`config.mk`:
```
export PLATFORM = sky130hd
export DESIGN_NAME = pio_top
export DESIGN_NICKNAME = d
export VERILOG_FILES = /design/src/pio_pkg.sv /design/src/pio_persist_if.sv /design/src/pio_top.sv /design/src/pio_persist.sv
export SDC_FILE = /design/constraint.sdc
export NUM_CORES = 1
export LEC_CHECK = 0
export BUFFER_PORTS_ARGS = -buffer_cell sky130_fd_sc_hd__buf_4
export CAP_MARGIN = 20
export CORE_ASPECT_RATIO = 0.6
export CORE_UTILIZATION = 45
export CTS_BUF_LIST = sky130_fd_sc_hd__clkbuf_2 sky130_fd_sc_hd__clkbuf_4 sky130_fd_sc_hd__clkbuf_8
export DETAILED_ROUTE_END_ITERATION = 7
export PLACE_DENSITY = 0.65
export SLEW_MARGIN = 20
export SYNTH_ARGS = -nofsm -noshare
export SYNTH_HDL_FRONTEND = slang
export SYNTH_SLANG_ARGS = --single-unit
export TNS_END_PERCENT = 10
```
`constraint.sdc`:
```
create_clock -name CLOCK -period 2.3 [get_ports CLOCK]
set_input_delay 0.115 -clock CLOCK [delete_from_list [all_inputs] [get_ports CLOCK]]
set_output_delay 0.115 -clock CLOCK [all_outputs]
set_load 0.01 [all_outputs]
```
`src/pio_pkg.sv`:
```
// Package: register map, field layout and encodings of the proximity interrupt block
package pio_pkg;
  localparam int DATA_W = 16;
  localparam logic [11:0] OFF_CONFIG = 12'h000;
  localparam logic [11:0] OFF_HIGH_THR = 12'h004;
  localparam logic [11:0] OFF_LOW_THR = 12'h008;
  localparam logic [11:0] OFF_FLAGS = 12'h00c;
  localparam logic [11:0] OFF_STATUS = 12'h010;
  localparam logic [11:0] OFF_IRQ_EN = 12'h014;
  localparam logic [11:0] OFF_IRQ_CLR = 12'h018;
  localparam logic [11:0] OFF_PROX = 12'h01c;
  // Config word fields
  localparam int CFG_TRIG_LSB = 0;
  localparam int CFG_PERS_LSB = 2;
  localparam int CFG_LOGIC_BIT = 4;
  localparam int CFG_LIGHT_BIT = 5;
  localparam logic [31:0] CONFIG_RST = 32'h0000_0000;
  // Flag bits
  localparam int FLAG_FAR = 0;
  localparam int FLAG_NEAR = 1;
  localparam int FLAG_LIGHT_LO = 4;
  localparam int FLAG_LIGHT_HI = 5;
  localparam int FLAG_W = 8;
  // Interrupt status bits
  localparam int EV_NEAR = 0;
  localparam int EV_FAR = 1;
  localparam int EV_LIGHT = 2;
  localparam int EV_W = 3;
  typedef enum logic [1:0] {
    TRIG_OFF = 2'h0,
    TRIG_NEAR = 2'h1,
    TRIG_FAR = 2'h2,
    TRIG_BOTH = 2'h3
  } pio_trig_e;
  localparam logic [1:0] HTRANS_NONSEQ = 2'h2;
endpackage

```
`src/pio_persist_if.sv`:
```
// Interface carrying one sample and the debounced threshold result
`timescale 1ns/1ps
`default_nettype none
interface pio_persist_if;
  logic sample_stb;
  logic above_high;
  logic below_low;
  logic [1:0] need;
  logic clear;
  logic near_hit;
  logic far_hit;
  modport ctl (output sample_stb, above_high, below_low, need, clear, input near_hit, far_hit);
  modport filt (input sample_stb, above_high, below_low, need, clear, output near_hit, far_hit);
endinterface
`default_nettype wire

```
`src/pio_top.sv`:
```
// Proximity interrupt output logic with AHB-Lite register slave
//
// The implementer's own choices: the AHB-Lite interface to the registers and the address map.
`timescale 1ns/1ps
`default_nettype none
module pio_top
  import pio_pkg::*;
(
  input wire logic CLOCK, // 100 MHz clock
  input wire logic RESET, // Sync reset, active high
  input wire logic HSEL, // Slave select
  input wire logic [31:0] HADDR, // Byte address
  input wire logic [1:0] HTRANS, // Transfer type
  input wire logic HWRITE, // Write
  input wire logic [2:0] HSIZE, // Size
  input wire logic HREADY, // Bus ready
  input wire logic [31:0] HWDATA, // Write data
  output logic [31:0] HRDATA, // Read data
  output logic HREADYOUT, // Slave ready
  output logic HRESP, // Always OKAY
  input wire logic PROX_VALID, // New proximity sample strobe
  input wire logic [DATA_W-1:0] PROX_DATA, // Proximity sample
  input wire logic LIGHT_HI_EV, // Light above high threshold event
  input wire logic LIGHT_LO_EV, // Light below low threshold event
  output logic INT_N, // Sensor interrupt pin, active low
  output logic IRQ // Bus-side level interrupt
);
  import pio_pkg::*;

  logic [31:0] config_r;
  logic [DATA_W-1:0] prox_high_threshold_r;
  logic [DATA_W-1:0] prox_low_threshold_r;
  logic [FLAG_W-1:0] flags_r;
  logic [EV_W-1:0] status_r;
  logic [EV_W-1:0] irq_en_r;
  logic [DATA_W-1:0] prox_r;
  logic int_n_r;
  logic logic_prev_r;
  logic [31:0] hrdata_r;
  logic irq_r;
  logic ph_wr_r;
  logic ph_rd_r;
  logic [11:0] ph_addr_r;

  logic prox_logic_output_select;
  logic light_irq_enable;
  pio_trig_e prox_irq_trigger_select;
  logic [1:0] prox_hit_persistence;
  logic flags_read;
  logic near_event_flag_set;
  logic far_event_flag_set;
  logic light_set;
  logic addr_ok;
  logic [EV_W-1:0] ev_now;

  pio_persist_if pif ();

  assign prox_logic_output_select = config_r[CFG_LOGIC_BIT];
  assign light_irq_enable = config_r[CFG_LIGHT_BIT];
  assign prox_irq_trigger_select = pio_trig_e'(config_r[CFG_TRIG_LSB +: 2]);
  assign prox_hit_persistence = config_r[CFG_PERS_LSB +: 2];

  // Sample inputs come from the measurement engine on this clock
  assign pif.sample_stb = PROX_VALID;
  assign pif.above_high = PROX_DATA > prox_high_threshold_r;
  assign pif.below_low = PROX_DATA < prox_low_threshold_r;
  assign pif.need = prox_hit_persistence;
  assign pif.clear = 1'b0;

  pio_persist u_persist (
    .clk(CLOCK),
    .rst(RESET),
    .p(pif)
  );

  // AHB-Lite address phase capture; zero wait states
  assign addr_ok = HSEL && HREADY && (HTRANS == HTRANS_NONSEQ);

  always_ff @(posedge CLOCK) begin
    if (RESET) begin
      ph_wr_r <= 1'b0;
      ph_rd_r <= 1'b0;
      ph_addr_r <= 12'h000;
    end else begin
      ph_wr_r <= addr_ok && HWRITE;
      ph_rd_r <= addr_ok && !HWRITE;
      ph_addr_r <= HADDR[11:0];
    end
  end

  assign flags_read = ph_rd_r && (ph_addr_r == OFF_FLAGS);

  always_ff @(posedge CLOCK) begin
    if (RESET) begin
      config_r <= CONFIG_RST;
      prox_high_threshold_r <= '0;
      prox_low_threshold_r <= '0;
      irq_en_r <= '0;
    end else if (ph_wr_r) begin
      case (ph_addr_r)
        OFF_CONFIG: config_r <= HWDATA;
        OFF_HIGH_THR: prox_high_threshold_r <= HWDATA[DATA_W-1:0];
        OFF_LOW_THR: prox_low_threshold_r <= HWDATA[DATA_W-1:0];
        OFF_IRQ_EN: irq_en_r <= HWDATA[EV_W-1:0];
        default: ;
      endcase
    end
  end

  // Read data registered in the address phase so it stands in the data phase
  always_ff @(posedge CLOCK) begin
    if (RESET) begin
      hrdata_r <= 32'h0000_0000;
    end else if (addr_ok && !HWRITE) begin
      case (HADDR[11:0])
        OFF_CONFIG: hrdata_r <= config_r;
        OFF_HIGH_THR: hrdata_r <= {16'h0000, prox_high_threshold_r};
        OFF_LOW_THR: hrdata_r <= {16'h0000, prox_low_threshold_r};
        OFF_FLAGS: hrdata_r <= {24'h000000, flags_r};
        OFF_STATUS: hrdata_r <= {29'h0, status_r};
        OFF_IRQ_EN: hrdata_r <= {29'h0, irq_en_r};
        OFF_PROX: hrdata_r <= {16'h0000, prox_r};
        default: hrdata_r <= 32'h0000_0000;
      endcase
    end
  end

  always_ff @(posedge CLOCK) begin
    if (RESET) begin
      prox_r <= '0;
    end else if (PROX_VALID) begin
      prox_r <= PROX_DATA;
    end
  end

  // Event qualification by trigger select
  assign near_event_flag_set = pif.near_hit
    && (prox_irq_trigger_select == TRIG_NEAR || prox_irq_trigger_select == TRIG_BOTH);
  assign far_event_flag_set = pif.far_hit
    && (prox_irq_trigger_select == TRIG_FAR || prox_irq_trigger_select == TRIG_BOTH);
  assign light_set = light_irq_enable && !prox_logic_output_select && (LIGHT_HI_EV || LIGHT_LO_EV);

  // Flags latch; while any is pending new events are not taken
  always_ff @(posedge CLOCK) begin
    if (RESET) begin
      flags_r <= '0;
    end else if (flags_read) begin
      flags_r <= '0;
    end else if (flags_r == '0) begin
      flags_r[FLAG_NEAR] <= near_event_flag_set;
      flags_r[FLAG_FAR] <= far_event_flag_set;
      flags_r[FLAG_LIGHT_HI] <= light_set && LIGHT_HI_EV;
      flags_r[FLAG_LIGHT_LO] <= light_set && LIGHT_LO_EV;
    end
  end

  // Logic-mode near/far state with hysteresis
  always_ff @(posedge CLOCK) begin
    if (RESET || !prox_logic_output_select) begin
      logic_prev_r <= 1'b1;
    end else if (prox_irq_trigger_select != TRIG_OFF) begin
      if (pif.near_hit) begin
        logic_prev_r <= 1'b0;
      end else if (pif.far_hit) begin
        logic_prev_r <= 1'b1;
      end
    end
  end

  // Pin selection between modes
  always_ff @(posedge CLOCK) begin
    if (RESET) begin
      int_n_r <= 1'b1;
    end else if (prox_logic_output_select) begin
      int_n_r <= (prox_irq_trigger_select == TRIG_OFF) ? 1'b1 : logic_prev_r;
    end else begin
      int_n_r <= (flags_r == '0) || flags_read;
    end
  end

  // Bus-side sticky status; set wins over clear
  assign ev_now[EV_NEAR] = pif.near_hit;
  assign ev_now[EV_FAR] = pif.far_hit;
  assign ev_now[EV_LIGHT] = LIGHT_HI_EV || LIGHT_LO_EV;

  always_ff @(posedge CLOCK) begin
    if (RESET) begin
      status_r <= '0;
    end else begin
      status_r <= (status_r & ~((ph_wr_r && ph_addr_r == OFF_IRQ_CLR) ? HWDATA[EV_W-1:0] : '0)) | ev_now;
    end
  end

  always_ff @(posedge CLOCK) begin
    if (RESET) begin
      irq_r <= 1'b0;
    end else begin
      irq_r <= |(status_r & irq_en_r);
    end
  end

  assign INT_N = int_n_r;
  assign IRQ = irq_r;
  assign HRDATA = hrdata_r;
  assign HREADYOUT = 1'b1;
  assign HRESP = 1'b0;
endmodule
`default_nettype wire

```
`src/pio_persist.sv`:
```
// Consecutive-hit persistence filter for the proximity thresholds
`timescale 1ns/1ps
`default_nettype none
module pio_persist (
  input wire logic clk, // Clock
  input wire logic rst, // Sync reset
  pio_persist_if.filt p // Sample and results
);
  logic [1:0] hi_cnt_r;
  logic [1:0] lo_cnt_r;
  logic near_hit_r;
  logic far_hit_r;

  assign p.near_hit = near_hit_r;
  assign p.far_hit = far_hit_r;

  // Count saturates at need; compare with >= so a need lowered mid-run cannot wrap the count
  always_ff @(posedge clk) begin
    if (rst || p.clear) begin
      hi_cnt_r <= 2'h0;
      lo_cnt_r <= 2'h0;
      near_hit_r <= 1'b0;
      far_hit_r <= 1'b0;
    end else begin
      near_hit_r <= 1'b0;
      far_hit_r <= 1'b0;
      if (p.sample_stb) begin
        if (p.above_high) begin
          if (hi_cnt_r >= p.need) begin
            near_hit_r <= 1'b1;
          end else begin
            hi_cnt_r <= hi_cnt_r + 2'h1;
          end
        end else begin
          hi_cnt_r <= 2'h0;
        end
        if (p.below_low) begin
          if (lo_cnt_r >= p.need) begin
            far_hit_r <= 1'b1;
          end else begin
            lo_cnt_r <= lo_cnt_r + 2'h1;
          end
        end else begin
          lo_cnt_r <= 2'h0;
        end
      end
    end
  end
endmodule
`default_nettype wire

```
======== Word level (Yosys, flattened, before mapping) ========
Index checks and enable logic that the tools add are counted.
word-level totals
  input port bits ......................... 93
  register bits ........................... 145
cells by class
  muxes and demuxes ....................... 12
  magnitude comparators ................... 4
  $add $sub $neg .......................... 2
  equal/unequal tests ..................... 17
  bitwise gates (word level) .............. 7
  reduce and logical (&&, ||, !) cells .... 36
operator list
  operator             number
  $pmux 32 s7          1
  $eq 12x5->1 const B  5
  $eq 12x4->1 const B  4
  $eq 12x3->1 const B  2
  $logic_not 12->1     2
  $gt 16x16->1         1
  $lt 16x16->1         1
  $reduce_and 2->1     7
  $logic_and 1x1->1    12
  $reduce_or 3->1      3
  $logic_not 8->1      1
  $mux 2               4
  $and 3x3->3          2
  $eq 2x2->1 const B   3
  $mux 1               6
  $logic_or 1x1->1     5
  $add 2x1->2 const B  2
  $ge 2x2->1           2
  $ne 2x2->1 const B   2
  $reduce_bool 2->1    2
  $mux 3               1
  $not 1->1            3
  $not 3->3            1
  $or 3x3->3           1
  other kinds (4)      5

======== Longest topological paths before layout ========
  depth after elaboration ................. 6
  gate-level depth with buffers ........... 8

======== Cells and area by module ========
From an unflattened synthesis, not the netlist that was laid out.
second synthesis, totals
  cells, all modules ...................... 754
  area, all modules ....................... 6,523.8 um^2
by module, submodules not included
  module       cells an instance  seq. area each (um^2)  area an instance (um^2)  instances
  pio_top      712                2,782.7                6,175.9                  1
  pio_persist  42                 120.1                  347.8                    1

======== Worst setup path after synthesis ========
OpenSTA, ideal clock, no wires.
  path kind ............................... reg-to-reg
  start ................................... register prox_low_threshold_r[7]
  end ..................................... register u_persist.lo_cnt_r[1]
  data required time ...................... 2.207 ns
  clock period less this slack ............ 2.089 ns
  stages on the path, launching flop included .. 9
  library setup time ...................... 0.093 ns
  path buffers ............................ 0
  slack ................................... 0.211 ns
  data arrival time ....................... 1.995 ns
  cells stage by stage .................... dfxtp_1 -> inv_1 -> ha_1 -> and3_1 -> a221o_1 -> a221o_1 -> a211oi_2 -> nand2_1 -> o311ai_2
on the way
  word-level cells in the longest chain between the ends .. 3
RTL lines
  item                               line               source
  from (decl)                        pio_top.sv:32      logic [DATA_W-1:0] prox_low_threshold_r;
  from (signal assigned)             pio_top.sv:103     OFF_LOW_THR: prox_low_threshold_r <= HWDATA[DATA_W-1:0];
  $lt 16x16->1 (*)                   pio_top.sv:66      assign pif.below_low = PROX_DATA < prox_low_threshold_r;
  $ne 2x2->1 (no source line)        n/a
  $reduce_and 2->1 (no source line)  n/a
  to (signal assigned)               pio_persist.sv:41  lo_cnt_r <= lo_cnt_r + 2'h1;
  to (decl)                          pio_persist.sv:10  logic [1:0] lo_cnt_r;
Every way passes the cells marked *; elsewhere a longest branch is shown, timed or not.
A chain may end at the register's enable or synchronous reset.

======== Worst setup path in the final report ========
  start ................................... register prox_low_threshold_r[5]
  end ..................................... register u_persist.lo_cnt_r[1]
The elaborated chain is that of the path after synthesis.

==> run_results.csv <==
group,metric,value,unit
setup_path,start_kind,"register",
placed_design,gp_congestion,0.8870,
routing,vias,5878,
pwr,switching_power,1.353,mW
run_status,status,"complete, no violations",
routing,drtPass1Iterations,5,
clock_network,cts_max_level,4,
pwr,peakVddDrop,0.3700,mV
synthesis,syn_area_per_cell,8.868,µm²
layout,fill_cells,1198,
grt,grt_max_degree,54,
layout,num_antenna_cells,0,
clock_network,clk_pin_slew,0.09,ns
sta,fmaxAchievable,453.9,MHz
die,core_area,13870,µm²
setup_path,crit_type,"reg2reg",
pwr,combPwrFrac,8.9,%
sta,slew_headroom,44.02,%
routing,avgRoutedWirePerCell,17.00,µm
routing,wl,18.63,mm
layout,drive_above_1_share,19.69,%
die,die_h,95.10,µm
routing,via_per_inst,5.363,
setup_path,worstSetupEndpointType,"register",
synthesis,synth_seq_cells,145,
clock_network,cts_buffers,17,
pwr,switching_share,26.41,%
sta,finalHoldViolations,0,
placed_design,io_buffers,103,
setup_path,cp.arrival,2.56,ns
clock_network,clk_latency,0.45,ns
pwr,p_int,3.770,mW
routing,first_iter_violations,441,
sta,timing.final.crit_share,95.79,%
sta,period_minus_slack,2.203,ns
synthesis,synth-seq-area-share,44.66,%
synthesis,syn_inst,733,
clock_network,clock_tree.root_cell,"clkbuf_8",
routing,drc_errors,0,
placed_design,dp_slack,0.04571,ns
grt,grt_pass1_vias,5629,
sta,setup_viol,0,
min_path,hold_class,"in2reg",
die,initial_utilization,46.85,%
sta,rsz0062_at_grt,"true",
synthesis,netlist_top_cells_area,"dfxtp_1 45%, mux2i_1 9.5%, ha_1 6.7%",
setup_path,cp_max_fo,3,
die,row_count,33,
sta,layout_setup_ws,0.09689,ns
grt,grt_use_total,25.86,%
synthesis,async_flop_share,0,%
synthesis,synth_area,6500,µm²
pwr,p_leak,3.304,nW
synthesis,synth_edf_count,0,
grt,antenna_found_initial,0,
grt,grt_first_pass_wirelength,29.23,mm
synthesis,ys_types,54,
clock_network,cts_buffer_depth,2,
layout,fin_nets,1019,
clock_network,cts_tree,"done",
flow_run,drv_cap,0,
die,die-area,14950,µm²
synthesis,synth.largest_area_cell,"dfxtp_1",
sta,slew_viol_final,0,
sta,worst_pin_slew,0.8380,ns
pwr,p_clk_share,41.1,%
grt,grt_overflow,0,
clock_network,cts_sinks,145,
setup_path,crit_required,2.65,ns
pwr,sequentialPowerShare,50.0,%
die,ios,129,
sta,setup_tns,0,ns
synthesis,synth_nets,861,
routing,ant_nets,0,
placed_design,dp_hpwl,12.41,mm
synthesis,ys.flop_type,"dfxtp_1",
layout,syn_to_final_growth,31.36,%
synthesis,ys_warn_count,0,
sta,clock_skew,0.01361,ns
synthesis,synthDominantCellAreaShare,44.66,%
sta,timing.hold.ws,0.03862,ns
die,die_w,157.2,µm
pwr,power_density,600.1,nW/µm²
[critical path: stages (launching register included)]
cell      delay, ns
dfxtp_2        0.35
inv_1          0.04
ha_1           0.27
and3_4         0.15
a221o_1        0.31
a221o_1        0.33
a211oi_2       0.27
nand2_1        0.13
o311ai_2       0.26
[layout make-up]
cell class / count / area (µm²) / area share (%)
flip-flops and latches: 145 / 2907 / 34.04
well taps: 192 / 240.2 / 2.814
repair buffers: 182 / 1544 / 18.08
clock buffers: 17 / 234.0 / 2.740
multi-input cells: 509 / 3307 / 38.73
clock inverters: 15 / 171.4 / 2.008
inverters: 36 / 135.1 / 1.583
[registers in the layout, summed over array words and instances (netlist names)]
register               count
u_persist.hi_cnt_r         2
u_persist.p.near_hit       1
ph_wr_r                    1
prox_low_threshold_r      16
ph_rd_r                    1
prox_high_threshold_r     16
u_persist.p.far_hit        1
logic_prev_r               1
INT_N                      1
prox_r                    16
u_persist.lo_cnt_r         2
ph_addr_r                 12
irq_en_r                   3
HRDATA                    32
IRQ                        1
flags_r                    4
config_r                  32
status_r                   3
[layout by cell type (no fill, tap or decap), drive strengths merged, types with 18 or more instances in the layout]
cell type    instances
dlygate4sd3         61
dfxtp              145
a21oi               53
a22oi               21
nor2               101
buf                121
inv                 44
o21ai               28
nor2b               18
nand2              104
mux2i               62
ha                  35
[repair_timing]
| item | CTS | global route |
|---|---|---|
| hold buffers | 61 | 0 |
| setup endpoints to repair | 0 | 5 |
| resized for setup | 0 | 11 |
| endpoints found under the hold margin | 98 | 0 |
| setup buffers | 0 | 0 |
[path summary, 6_finish.rpt]
path	from	end	slack (ns)	cells after the start
max	prox_low_threshold_r[5]$_SDFFE_PP0P_	u_persist.lo_cnt_r[1]$_SDFFE_PP0P_	0.1	8
max reg2reg	prox_low_threshold_r[5]$_SDFFE_PP0P_	u_persist.lo_cnt_r[1]$_SDFFE_PP0P_	0.1	8
min reg2reg	HRDATA[8]$_SDFFE_PP0P_	HRDATA[8]$_SDFFE_PP0P_	0.46	2
min	HADDR[4]	ph_addr_r[4]$_SDFF_PP0_	0.04	2
[metrics by stage]
stage | power [mW] | util [%] | cells | area, µm²
5_1_grt | 5.317 | 61.54 | 1096 | 8538
2_1_floorplan | 2.795 | - | 733 | 6500
3_3_place_gp | 2.965 | 53.82 | 1003 | 7467
6_report | 5.123 | 61.54 | 1096 | 8538
3_5_place_dp | 2.975 | 53.82 | 1003 | 7467
4_1_cts | 5.128 | 61.15 | 1096 | 8483
[synth_stat cells (3+ instances only)]
library cell and instances:
buf_2 12, nand4_1 3, dfxtp_1 145, a21oi_1 53, buf_1 4, a211oi_1 4, a22o_1 6, a222oi_1 7
clkbuf_1 21, nor2_1 99, nor4_1 4, nor3_1 3, nand2b_1 8, nand2_1 104, inv_1 36, mux2i_1 62
and3_1 3, ha_1 35, nand3_1 8, a31oi_1 4, a21o_1 6, o21ai_1 10, mux4_2 4, a22oi_1 21
o21ai_0 18, nor2b_1 18, buf_4 3
[power by group through the flow]
stage / sequential (mW) / clock (mW) / combinational, mW
floorplan: 2.61 / 0 / 0.181
global placement: 2.62 / 0 / 0.346
detailed placement: 2.62 / 0 / 0.355
CTS: 2.56 / 2.13 / 0.440
global route: 2.57 / 2.26 / 0.489
finish: 2.56 / 2.11 / 0.454
[kinds of logic after synthesis]
| kind of cell | Yosys count | share of synthesized area, % |
|---|---|---|
| AOI/OAI and AO/OA | 136 | 13.24 |
| adders and majority gates | 35 | 6.737 |
| buffers and inverters | 79 | 5.351 |
| DFF | 145 | 44.66 |
| muxes | 66 | 10.93 |
| other | 2 | 0.1155 |
| and+or+nand+nor | 270 | 18.96 |
[per-layer routing]
metal	GRT usage [%]	up-vias	share of wire, %
li1	-	2832	-
met3	6.227	16	7.6
met2	40.38	203	44
met5	0	-	0
met4	8.495	0	1.1
met1	35.23	2827	47
(Power assumes the default switching activity.)
